--- src/logic/fmer_pkg.sv ---
/*
 * fmer_pkg: constants and types of the fieldbus master event reporter.
 * Assumes one system clock; register offsets are APB byte addresses.
 */
package fmer_pkg;
   typedef logic [7:0]  fmer_byte_t;
   typedef logic [15:0] fmer_word_t;
   typedef logic [31:0] fmer_data_t;
   typedef logic [7:0]  fmer_addr_t;

   // apb register byte addresses
   localparam fmer_addr_t ADDR_CTRL   = 8'h00;
   localparam fmer_addr_t ADDR_PRIO   = 8'h04;
   localparam fmer_addr_t ADDR_MADDR  = 8'h08;
   localparam fmer_addr_t ADDR_IOADDR = 8'h0C;
   localparam fmer_addr_t ADDR_SYSID  = 8'h10;
   localparam fmer_addr_t ADDR_PEN    = 8'h14;
   localparam fmer_addr_t ADDR_TOPO   = 8'h18;
   localparam fmer_addr_t ADDR_SYNC   = 8'h1C;
   localparam fmer_addr_t ADDR_DIDX   = 8'h20;
   localparam fmer_addr_t ADDR_DW0    = 8'h24;
   localparam fmer_addr_t ADDR_DW1    = 8'h28;
   localparam fmer_addr_t ADDR_DW2    = 8'h2C;
   localparam fmer_addr_t ADDR_SNAP0  = 8'h30;
   localparam fmer_addr_t ADDR_SNAP1  = 8'h34;
   localparam fmer_addr_t ADDR_SNAP2  = 8'h38;

   // event codes, classes, fault identifiers, handler numbers
   localparam fmer_word_t CODE_TOPO   = 16'h8003;
   localparam fmer_word_t CODE_SYNC   = 16'h8005;
   localparam fmer_word_t CODE_CYC    = 16'h8006;
   localparam fmer_word_t CODE_RX     = 16'h8007;
   localparam fmer_byte_t CLS_ARRIVE  = 8'hEC;
   localparam fmer_byte_t CLS_DEPART  = 8'hED;
   localparam fmer_byte_t FLT_TOPO    = 8'h30;
   localparam fmer_byte_t FLT_CYC     = 8'h40;
   localparam fmer_byte_t FLT_SYNC    = 8'h50;
   localparam fmer_byte_t FLT_RX      = 8'h80;
   localparam fmer_byte_t HNO_RACK    = 8'h56;  // handler 86
   localparam fmer_byte_t HNO_DIAG    = 8'h52;  // handler 82
   localparam fmer_word_t WORD_ZERO   = 16'h0000;

   // penalty monitor
   localparam logic [3:0] PEN_INC     = 4'h3;
   localparam logic [3:0] PEN_DEC     = 4'h1;
   localparam logic [3:0] PEN_MAX     = 4'h9;
   localparam logic [3:0] PEN_MIN     = 4'h0;
   localparam int         MON_CYC     = 0;
   localparam int         MON_RX      = 1;

   // receive-timeout third info word
   localparam fmer_byte_t SYSID_BIAS  = 8'h64;  // 100
   localparam int         RX_ID_LSB   = 11;
   localparam int         RX_FLAG_BIT = 15;

   // event sources, lower index served first
   localparam int         NSRC        = 6;
   typedef enum logic [2:0] {
      SRC_TOPO   = 3'b000,
      SRC_SYNC   = 3'b001,
      SRC_CYC_NG = 3'b010,
      SRC_CYC_OK = 3'b011,
      SRC_RX_NG  = 3'b100,
      SRC_RX_OK  = 3'b101
   } fmer_src_t;

   localparam int         ENTRY_W     = 96;
   localparam int         CTRL_DIAG_PRESENT = 0;
endpackage

--- src/logic/fmer_diag_mem.sv ---
/*
 * fmer_diag_mem: diagnostic buffer storage, one write port, registered read.
 * Assumes the writer wraps its own address; read data lag raddr by one edge.
 */
`timescale 1ns/1ps
module fmer_diag_mem #(
   parameter int W     = 96,
   parameter int DEPTH = 16,
   parameter int AW    = 4
) (
   input  wire logic          clk_i,
   input  wire logic          we_i,
   input  wire logic [AW-1:0] waddr_i,
   input  wire logic [W-1:0]  wdata_i,
   input  wire logic [AW-1:0] raddr_i,
   output logic      [W-1:0]  rdata_o
);
   logic [W-1:0] mem [DEPTH];

   always_ff @(posedge clk_i) begin
      if (we_i) begin
         mem[waddr_i] <= wdata_i;
      end
   end

   // no reset: contents are only meaningful once counted as written
   always_ff @(posedge clk_i) begin
      rdata_o <= mem[raddr_i];
   end
endmodule

--- src/logic/fmer_top.sv ---
/*
 * fmer_top: event reporter of a fieldbus master toward the host cpu.
 * Assumes all inputs synchronous to clk_i and an apb master on the bus.
 */
`timescale 1ns/1ps
module fmer_top #(
   parameter int NSLAVE     = 8,
   parameter int DIAG_DEPTH = 16
) (
   input  wire logic               clk_i,
   input  wire logic               rstn_i,
   input  wire logic               psel_i,
   input  wire logic               penable_i,
   input  wire logic               pwrite_i,
   input  wire fmer_pkg::fmer_addr_t paddr_i,
   input  wire fmer_pkg::fmer_data_t pwdata_i,
   output fmer_pkg::fmer_data_t    prdata_o,
   output logic                    pready_o,
   output logic                    pslverr_o,
   input  wire logic               topo_match_i,
   input  wire logic [NSLAVE-1:0]  cfg_topo_i,
   input  wire logic [NSLAVE-1:0]  act_topo_i,
   input  wire logic               master_sync_i,
   input  wire logic [NSLAVE-1:0]  slave_sync_i,
   input  wire logic               cyc_tick_i,
   input  wire logic               cyc_viol_i,
   input  wire logic               rx_tick_i,
   input  wire logic               rx_timeout_i,
   output logic                    evt_valid_o,
   output logic                    evt_invoke_o,
   output fmer_pkg::fmer_word_t    evt_code_o,
   output fmer_pkg::fmer_byte_t    evt_class_o,
   output fmer_pkg::fmer_byte_t    evt_fault_o,
   output fmer_pkg::fmer_byte_t    evt_prio_o,
   output fmer_pkg::fmer_byte_t    evt_handler_o,
   output fmer_pkg::fmer_word_t    evt_info1_o,
   output fmer_pkg::fmer_word_t    evt_info2_o,
   output fmer_pkg::fmer_word_t    evt_info3_o
);
   import fmer_pkg::*;

   localparam int AW = $clog2(DIAG_DEPTH);
   localparam int CW = AW + 1;

   // software registers
   fmer_data_t          ctrl_reg;
   fmer_word_t          prio_reg;
   fmer_word_t          maddr_reg;
   fmer_word_t          ioaddr_reg;
   fmer_byte_t          sysid_reg;
   logic [AW-1:0]       didx_reg;
   // apb answer
   logic                pready_reg;
   logic                pslverr_reg;
   fmer_data_t          prdata_reg;
   fmer_data_t          prdata_next;
   logic                addr_ok;
   // event state
   logic                topo_prev_reg;
   logic [NSLAVE:0]     sync_prev_reg;
   logic [NSLAVE-1:0]   topo_diff_reg;
   logic [NSLAVE:0]     sync_list_reg;
   fmer_byte_t          sync_cls_reg;
   logic                sync_i3_reg;
   logic [NSRC-1:0]     pend_reg;
   logic [NSRC-1:0]     pend_set;
   logic [NSRC-1:0]     served;
   logic [1:0][3:0]     pen_reg;
   logic [1:0]          rep_reg;
   logic [1:0]          mon_tick;
   logic [1:0]          mon_bad;
   logic [1:0]          mon_up;
   logic [1:0]          mon_dn;
   logic [NSLAVE:0]     sync_now;
   logic                topo_rise;
   logic                sync_chg;
   // selected record
   logic                sel_v;
   fmer_src_t           sel;
   fmer_word_t          r_code;
   fmer_byte_t          r_cls;
   fmer_byte_t          r_flt;
   fmer_byte_t          r_hno;
   fmer_byte_t          r_prio;
   fmer_word_t          r_i1;
   fmer_word_t          r_i2;
   fmer_word_t          r_i3;
   logic                r_inv;
   fmer_word_t          rx_i3;
   logic [ENTRY_W-1:0]  entry;
   logic [ENTRY_W-1:0]  snap_reg;
   logic [ENTRY_W-1:0]  diag_rd;
   logic [AW-1:0]       wr_ptr_reg;
   logic [CW-1:0]       cnt_reg;
   // event outputs
   logic                evt_valid_reg;
   logic                evt_invoke_reg;
   fmer_word_t          evt_code_reg;
   fmer_byte_t          evt_class_reg;
   fmer_byte_t          evt_fault_reg;
   fmer_byte_t          evt_prio_reg;
   fmer_byte_t          evt_hno_reg;
   fmer_word_t          evt_i1_reg;
   fmer_word_t          evt_i2_reg;
   fmer_word_t          evt_i3_reg;

   wire wr_en = psel_i & penable_i & pready_reg & pwrite_i;

   // apb: zero wait states, answer registered in the setup cycle
   always_comb begin
      addr_ok     = 1'b1;
      prdata_next = '0;
      if (paddr_i == ADDR_CTRL) begin
         prdata_next = ctrl_reg;
      end else if (paddr_i == ADDR_PRIO) begin
         prdata_next = 32'(prio_reg);
      end else if (paddr_i == ADDR_MADDR) begin
         prdata_next = 32'(maddr_reg);
      end else if (paddr_i == ADDR_IOADDR) begin
         prdata_next = 32'(ioaddr_reg);
      end else if (paddr_i == ADDR_SYSID) begin
         prdata_next = 32'(sysid_reg);
      end else if (paddr_i == ADDR_PEN) begin
         prdata_next = 32'({rep_reg, pen_reg[MON_RX], pen_reg[MON_CYC]});
      end else if (paddr_i == ADDR_TOPO) begin
         prdata_next = 32'(topo_diff_reg);
      end else if (paddr_i == ADDR_SYNC) begin
         prdata_next = 32'(sync_list_reg);
      end else if (paddr_i == ADDR_DIDX) begin
         prdata_next = 32'({cnt_reg, wr_ptr_reg, didx_reg});
      end else if (paddr_i == ADDR_DW0) begin
         prdata_next = diag_rd[95:64];
      end else if (paddr_i == ADDR_DW1) begin
         prdata_next = diag_rd[63:32];
      end else if (paddr_i == ADDR_DW2) begin
         prdata_next = diag_rd[31:0];
      end else if (paddr_i == ADDR_SNAP0) begin
         prdata_next = snap_reg[95:64];
      end else if (paddr_i == ADDR_SNAP1) begin
         prdata_next = snap_reg[63:32];
      end else if (paddr_i == ADDR_SNAP2) begin
         prdata_next = snap_reg[31:0];
      end else begin
         addr_ok = 1'b0;
      end
   end

   always_ff @(posedge clk_i) begin
      if (!rstn_i) begin
         pready_reg  <= 1'b0;
         pslverr_reg <= 1'b0;
         prdata_reg  <= '0;
      end else begin
         pready_reg  <= psel_i & ~penable_i;
         pslverr_reg <= psel_i & ~penable_i & ~addr_ok;
         prdata_reg  <= (psel_i & ~penable_i & ~pwrite_i) ? prdata_next : '0;
      end
   end

   // read-only registers simply ignore writes
   always_ff @(posedge clk_i) begin
      if (!rstn_i) begin
         ctrl_reg   <= '0;
         prio_reg   <= '0;
         maddr_reg  <= '0;
         ioaddr_reg <= '0;
         sysid_reg  <= SYSID_BIAS;
         didx_reg   <= '0;
      end else if (wr_en) begin
         if (paddr_i == ADDR_CTRL) begin
            ctrl_reg <= pwdata_i;
         end else if (paddr_i == ADDR_PRIO) begin
            prio_reg <= pwdata_i[15:0];
         end else if (paddr_i == ADDR_MADDR) begin
            maddr_reg <= pwdata_i[15:0];
         end else if (paddr_i == ADDR_IOADDR) begin
            ioaddr_reg <= pwdata_i[15:0];
         end else if (paddr_i == ADDR_SYSID) begin
            sysid_reg <= pwdata_i[7:0];
         end else if (paddr_i == ADDR_DIDX) begin
            didx_reg <= pwdata_i[AW-1:0];
         end
      end
   end

   // topology and clock-sync detection
   assign sync_now  = {master_sync_i, slave_sync_i};
   assign topo_rise = topo_match_i & ~topo_prev_reg;
   assign sync_chg  = sync_now != sync_prev_reg;

   always_ff @(posedge clk_i) begin
      if (!rstn_i) begin
         topo_prev_reg <= 1'b0;
         sync_prev_reg <= '1;
         sync_list_reg <= '1;
         topo_diff_reg <= '0;
         sync_cls_reg  <= CLS_DEPART;
         sync_i3_reg   <= 1'b0;
      end else begin
         topo_prev_reg <= topo_match_i;
         sync_prev_reg <= sync_now;
         if (topo_rise) begin
            topo_diff_reg <= cfg_topo_i ^ act_topo_i;
         end
         if (sync_chg) begin
            sync_list_reg <= sync_now;
            // a slave change wins when master and slave change together
            sync_i3_reg  <= |(sync_now[NSLAVE-1:0] ^
                              sync_prev_reg[NSLAVE-1:0]);
            sync_cls_reg <= (&sync_now) ? CLS_DEPART : CLS_ARRIVE;
         end
      end
   end

   // penalty monitors
   assign mon_tick = {rx_tick_i, cyc_tick_i};
   assign mon_bad  = {rx_timeout_i, cyc_viol_i};

   for (genvar m = 0; m < 2; m++) begin : g_mon
      logic [3:0] pen_next;
      localparam bit GATED = (m == MON_RX);
      always_comb begin
         pen_next = pen_reg[m];
         if (mon_tick[m]) begin
            if (mon_bad[m]) begin
               pen_next = (pen_reg[m] > PEN_MAX - PEN_INC) ? PEN_MAX
                        : 4'(pen_reg[m] + PEN_INC);
            end else if (pen_reg[m] != PEN_MIN) begin
               pen_next = 4'(pen_reg[m] - PEN_DEC);
            end
         end
      end
      // once reported, further violations stay quiet until back at zero
      assign mon_up[m] = (pen_next == PEN_MAX) & ~rep_reg[m];
      assign mon_dn[m] = (pen_next == PEN_MIN) & (pen_reg[m] != PEN_MIN)
                       & (~GATED | rep_reg[m]);
      always_ff @(posedge clk_i) begin
         if (!rstn_i) begin
            pen_reg[m] <= PEN_MIN;
            rep_reg[m] <= 1'b0;
         end else begin
            pen_reg[m] <= pen_next;
            if (mon_up[m]) begin
               rep_reg[m] <= 1'b1;
            end else if (mon_dn[m]) begin
               rep_reg[m] <= 1'b0;
            end
         end
      end
   end

   // pending events; a new event beats the clear of its own flag
   assign pend_set = {mon_dn[MON_RX], mon_up[MON_RX], mon_dn[MON_CYC],
                      mon_up[MON_CYC], sync_chg, topo_rise};

   always_comb begin
      sel_v = 1'b0;
      sel   = SRC_TOPO;
      for (int k = NSRC - 1; k >= 0; k--) begin
         if (pend_reg[k]) begin
            sel_v = 1'b1;
            sel   = fmer_src_t'(k);
         end
      end
   end
   assign served = sel_v ? (NSRC'(1) << sel) : '0;

   always_ff @(posedge clk_i) begin
      if (!rstn_i) begin
         pend_reg <= '0;
      end else begin
         pend_reg <= (pend_reg & ~served) | pend_set;
      end
   end

   // record of the selected event
   assign rx_i3 = WORD_ZERO | (16'(1) << RX_FLAG_BIT)
                | (16'(4'(sysid_reg - SYSID_BIAS)) << RX_ID_LSB);

   always_comb begin
      r_code = CODE_TOPO;
      r_cls  = CLS_DEPART;
      r_flt  = FLT_TOPO;
      r_hno  = HNO_RACK;
      r_prio = prio_reg[7:0];
      r_i1   = WORD_ZERO;
      r_i2   = maddr_reg;
      r_i3   = WORD_ZERO;
      r_inv  = 1'b1;
      case (sel)
         SRC_TOPO: begin
            r_code = CODE_TOPO;
         end
         SRC_SYNC: begin
            r_code = CODE_SYNC;
            r_cls  = sync_cls_reg;
            r_flt  = FLT_SYNC;
            r_hno  = HNO_DIAG;
            r_prio = prio_reg[15:8];
            r_i3   = 16'(sync_i3_reg);
            r_inv  = ctrl_reg[CTRL_DIAG_PRESENT];
         end
         SRC_CYC_NG, SRC_CYC_OK: begin
            r_code = CODE_CYC;
            r_cls  = (sel == SRC_CYC_NG) ? CLS_DEPART : CLS_ARRIVE;
            r_flt  = FLT_CYC;
            r_hno  = HNO_DIAG;
            r_prio = prio_reg[15:8];
            r_i1   = ioaddr_reg;
            r_i2   = WORD_ZERO;
            r_inv  = ctrl_reg[CTRL_DIAG_PRESENT];
         end
         SRC_RX_NG, SRC_RX_OK: begin
            r_code = CODE_RX;
            r_cls  = (sel == SRC_RX_NG) ? CLS_DEPART : CLS_ARRIVE;
            r_flt  = FLT_RX;
            r_i1   = ioaddr_reg;
            r_i2   = WORD_ZERO;
            r_i3   = rx_i3;
         end
         default: begin
            r_inv = 1'b0;
         end
      endcase
   end

   // buffer entry: id, priority, handler, reserved/io flag, three info words
   assign entry = {r_cls, r_flt, r_prio, r_hno, WORD_ZERO,
                   r_i1, r_i2, r_i3};

   always_ff @(posedge clk_i) begin
      if (!rstn_i) begin
         evt_valid_reg  <= 1'b0;
         evt_invoke_reg <= 1'b0;
         evt_code_reg   <= '0;
         evt_class_reg  <= '0;
         evt_fault_reg  <= '0;
         evt_prio_reg   <= '0;
         evt_hno_reg    <= '0;
         evt_i1_reg     <= '0;
         evt_i2_reg     <= '0;
         evt_i3_reg     <= '0;
      end else begin
         evt_valid_reg  <= sel_v;
         evt_invoke_reg <= sel_v & r_inv;
         evt_code_reg   <= r_code;
         evt_class_reg  <= r_cls;
         evt_fault_reg  <= r_flt;
         evt_prio_reg   <= r_prio;
         evt_hno_reg    <= r_hno;
         evt_i1_reg     <= r_i1;
         evt_i2_reg     <= r_i2;
         evt_i3_reg     <= r_i3;
      end
   end

   // diagnostic buffer wraps, oldest entries are overwritten
   always_ff @(posedge clk_i) begin
      if (!rstn_i) begin
         wr_ptr_reg <= '0;
         cnt_reg    <= '0;
         snap_reg   <= '0;
      end else if (sel_v) begin
         wr_ptr_reg <= AW'(wr_ptr_reg + 1'b1);
         if (cnt_reg != CW'(DIAG_DEPTH)) begin
            cnt_reg <= CW'(cnt_reg + 1'b1);
         end
         if (sel == SRC_SYNC) begin
            snap_reg <= entry;
         end
      end
   end

   fmer_diag_mem #(
      .W     (ENTRY_W),
      .DEPTH (DIAG_DEPTH),
      .AW    (AW)
   ) u_mem (
      .clk_i   (clk_i),
      .we_i    (sel_v),
      .waddr_i (wr_ptr_reg),
      .wdata_i (entry),
      .raddr_i (didx_reg),
      .rdata_o (diag_rd)
   );

   assign prdata_o      = prdata_reg;
   assign pready_o      = pready_reg;
   assign pslverr_o     = pslverr_reg;
   assign evt_valid_o   = evt_valid_reg;
   assign evt_invoke_o  = evt_invoke_reg;
   assign evt_code_o    = evt_code_reg;
   assign evt_class_o   = evt_class_reg;
   assign evt_fault_o   = evt_fault_reg;
   assign evt_prio_o    = evt_prio_reg;
   assign evt_handler_o = evt_hno_reg;
   assign evt_info1_o   = evt_i1_reg;
   assign evt_info2_o   = evt_i2_reg;
   assign evt_info3_o   = evt_i3_reg;
endmodule

--- config.mk ---
export PLATFORM = sky130hd
export DESIGN_NAME = fmer_top
export DESIGN_NICKNAME = d
export VERILOG_FILES = /design/src/logic/fmer_pkg.sv /design/src/logic/fmer_diag_mem.sv /design/src/logic/fmer_top.sv
export SDC_FILE = /design/constraint.sdc
export NUM_CORES = 1
export LEC_CHECK = 0
export BUFFER_PORTS_ARGS = -buffer_cell sky130_fd_sc_hd__clkbuf_2
export CAP_MARGIN = 40
export CORE_ASPECT_RATIO = 0.8
export CORE_MARGIN = 8
export CORE_UTILIZATION = 35
export CTS_CLUSTER_SIZE = 25
export DETAILED_ROUTE_END_ITERATION = 10
export GPL_ROUTABILITY_DRIVEN = 0
export GPL_TIMING_DRIVEN = 0
export PLACE_DENSITY = 0.56
export SLEW_MARGIN = 10
export SYNTH_ARGS = -nofsm -noshare
export SYNTH_HDL_FRONTEND = slang
export SYNTH_HIERARCHICAL = 1
export SYNTH_SLANG_ARGS = --single-unit
--- constraint.sdc ---
create_clock -name clk_i -period 10.8 [get_ports clk_i]
set_clock_uncertainty 0.2 [all_clocks]
set_input_delay 0.54 -clock clk_i [delete_from_list [all_inputs] [get_ports clk_i]]
set_output_delay 0.54 -clock clk_i [all_outputs]
set_load 0.03 [all_outputs]
==> results.json <==
{
  "cts_resized": 0,
  "drv_cap": 0,
  "maxSlewViolCount": 0,
  "worstPathCellList": "clkbuf_1 -> nor4_1 -> buf_2 -> nand2_1 -> nand3b_1 -> nor3_2 -> buf_6 -> buf_4 -> buf_6 -> buf_4 -> buf_4 -> buf_4",
  "fin_nets": 5465,
  "rsz0062_at_grt": "false",
  "synthToLayoutAreaGrowth_pct": 23.1,
  "die_area_um2": 222000,
  "worstPathRequired_ns": 11.10,
  "dp_slack_ns": 6.24,
  "detail_route.wl_per_cell_um": 27.6,
  "cp_common_cell": "buf_4",
  "hold_depth": 4,
  "cts_tree": "yes",
  "coreArea_um2": 206000,
  "r2r_setup_slack_ns": 6.08,
  "period_share": 0.437,
  "leakage_uw": 0.0303,
  "hold_viol": 0,
  "vdd_drop_max_mv": 0.186,
  "fin_ws_ns": 6.08,
  "critPathMaxFanout": 10,
  "hold-path-endpoint": "pen_reg[3]",
  "crit_family": "buffers and inverters",
  "grt_remaining_overflow": 0,
  "grt_pass1_wl_mm": 317,
  "hp-start": "cyc_tick_i",
  "cts_sinks": 1921,
  "first_pass_iters": 7,
  "path_class": "reg -> reg",
  "worst_setup_path_end_kind": "flop",
  "clk_pin_slew_worst_paths_ns": 0.07,
  "run_status": "finished clean",
  "setup_violations": 0,
  "crit_slowest_cell": "nor3_2",
  "layout_commonest_cell": "edfxtp_1",
  "synth_edf_count": 1536,
  "yosysWarnings": 6,
  "largest_reg_flops": 1536,
  "slowest_delay_ns": 0.79,
  "pin_count": 207,
  "start_kind": "flop",
  "dpl.hpwl_mm": 163,
  "drt_wl_total_mm": 228,
  "rr_startpoint": "pend_reg[0]",
  "antenna_found_initial": 26,
  "reg2reg_depth": 12,
  "max_freq_ghz": 0.212,
  "cts_buffer_depth": 3,
  "tns_ns": 0,
  "synth_area_um2": 72500,
  "via_per_inst": 5.21,
  "async_reset_ff_frac": 0,
  "cts_buffers": 189,
  "postCtsSetupBuffers": 0,
  "fp.dieH_um": 423,
  "min_period_ns": 4.72,
  "place.port_buffers": 171,
  "grt_pass1_vias": 41200,
  "crit_buf_inv": 8,
  "ant_nets": 0,
  "layout-drive-gt1-share": 0.220,
  "insertion_delay_ns": 0.83,
  "rows": 149,
  "timing.hold.ws_ns": 0.0745,
  "die_w_um": 525,
  "p_per_area_nw_per_um2": 179,
  "start_util": 0.352,
  "synthesis.instances": 4053,
  "crit_arrival_ns": 5.03,
  "fin_util": 0.434,
  "ys_ff_latch": 1921,
  "htreeDepth": 4,
  "reg2reg_to": "u_mem/mem[8][92]",
  "drc": 0,
  "synth.distinct_cells": 85,
  "grt_max_degree": 26,
  "grtUsageTotal": 0.199,
  "cts_root_buffer": "clkbuf_16",
  "vias": 43100,
  "tightest_slew_ns": 1.01,
  "final_cell_mix": "edfxtp_1 (1,536), conb_1 (736), nand2_1 (390)",
  "synth_flop_cell": "edfxtp_1",
  "relSlewSlack": 0.329,
  "synth.yosys.seq_area_share": 0.742,
  "min-delay-path-class": "in -> reg",
  "syn_area_per_cell_um2": 17.9,
  "drt_iter0_markers": 6155
}
per-layer routing:
| layer | GRT usage | share of wire | vias up |
|---|---|---|---|
| li1 | - | - | 18000 |
| met1 | 0.283 | 0.42 | 22200 |
| met2 | 0.298 | 0.43 | 2430 |
| met3 | 0.0542 | 0.11 | 480 |
| met4 | 0.0661 | 0.040 | 14 |
| met5 | 0 | 0.00048 | - |
cells by family after synthesis:
group / count (synthesis) / share of synthesized area
AO/OA/AOI/OAI: 592 / 0.0551
XOR/XNOR: 25 / 0.00302
adder cells (fa/ha/maj): 7 / 0.00121
buffers and inverters: 316 / 0.0231
flip-flops: 1921 / 0.742
multiplexers: 429 / 0.126
other: 2 / 0.000104
AND/OR/NAND/NOR: 761 / 0.0497
final cells by class:
type,count,area [µm²]
diodes,11,27.5
plain buffers,283,1560
clock buffers,249,5240
clock inverters,105,1000
fillers,18100,117000
inverters,33,124
multi-input cells,2550,19900
flip-flops and latches,1921,53800
well taps,2718,3400
repair buffers,405,4220
how the worst max path moves through the flow:
stage | slack [ns] | depth (start not counted) | endpoint | startpoint
global route | 6.00 | 12 | u_mem/mem[8][92] | pend_reg[0]
floorplan | 2.03 | 5 | u_mem/mem[0][0] | pend_reg[1]
finish | 6.08 | 12 | u_mem/mem[8][92] | pend_reg[0]
global placement | -7.92 | 5 | u_mem/mem[12][92] | pend_reg[0]
CTS | 6.18 | 12 | u_mem/mem[8][92] | pend_reg[0]
detailed placement | 6.24 | 12 | u_mem/mem[8][94] | pend_reg[0]
worst reg2reg max path: cells and delay by family (launching register included):
kind                   cells  cell delay [ns]
buffers and inverters      8             2.06
DFF                        1             0.31
and+or+nand+nor            4             1.81
per-stage QoR:
stage	instance area [µm²]	power (µW)	std cells
after CTS	89200	16100	8261
after floorplan	75300	9000	4787
after global placement	79500	9470	7676
after global routing	89300	16500	8266
after detailed placement	82400	9480	7845
final	89300	16000	8275
report_power, final:
| part | leakage (µW) | internal, µW | switching [µW] |
|---|---|---|---|
| logic | 0.0104 | 333 | 610 |
| registers | 0.0168 | 8280 | 159 |
| clock network | 0.00305 | 3690 | 2910 |
cell usage after synthesis (5+ instances only):
cell type,n,area share
a211oi_1,21,0.0022
nand4_1,7,0.00060
o211ai_1,10,0.0010
and3_1,59,0.0051
buf_6,26,0.0040
edfxtp_1,1536,0.64
o2bb2ai_1,5,0.00060
nor2b_1,11,0.00095
nor3_1,23,0.0016
buf_2,42,0.0029
mux2i_1,40,0.0055
o221ai_1,7,0.00085
inv_1,33,0.0017
and2_1,43,0.0037
ha_1,7,0.0012
clkbuf_1,114,0.0059
xnor2_1,19,0.0023
buf_1,36,0.0019
o22ai_1,25,0.0022
nand2_1,390,0.020
nand2b_1,20,0.0017
a21oi_1,161,0.011
mux2_2,5,0.00078
dfxtp_1,385,0.11
a22oi_1,222,0.023
o21ai_0,47,0.0032
nor2_4,5,0.00078
nor2_1,121,0.0063
a221oi_1,9,0.0011
nor2_2,9,0.00078
a222oi_1,6,0.00083
a32oi_1,6,0.00072
a22o_1,12,0.0014
a31oi_1,11,0.00095
o32ai_1,7,0.00085
xor2_1,6,0.00072
buf_4,65,0.0067
o21ai_1,9,0.00062
mux4_2,384,0.12
nand3_1,26,0.0018
timing repair:
| item | 4_1_cts | 5_1_grt |
|---|---|---|
| setup endpoints to repair | 0 | 0 |
| hold buffers | 62 | 0 |
| hold endpoints to repair | 129 | 0 |
Note: power is estimated with default switching activity, not from simulation.
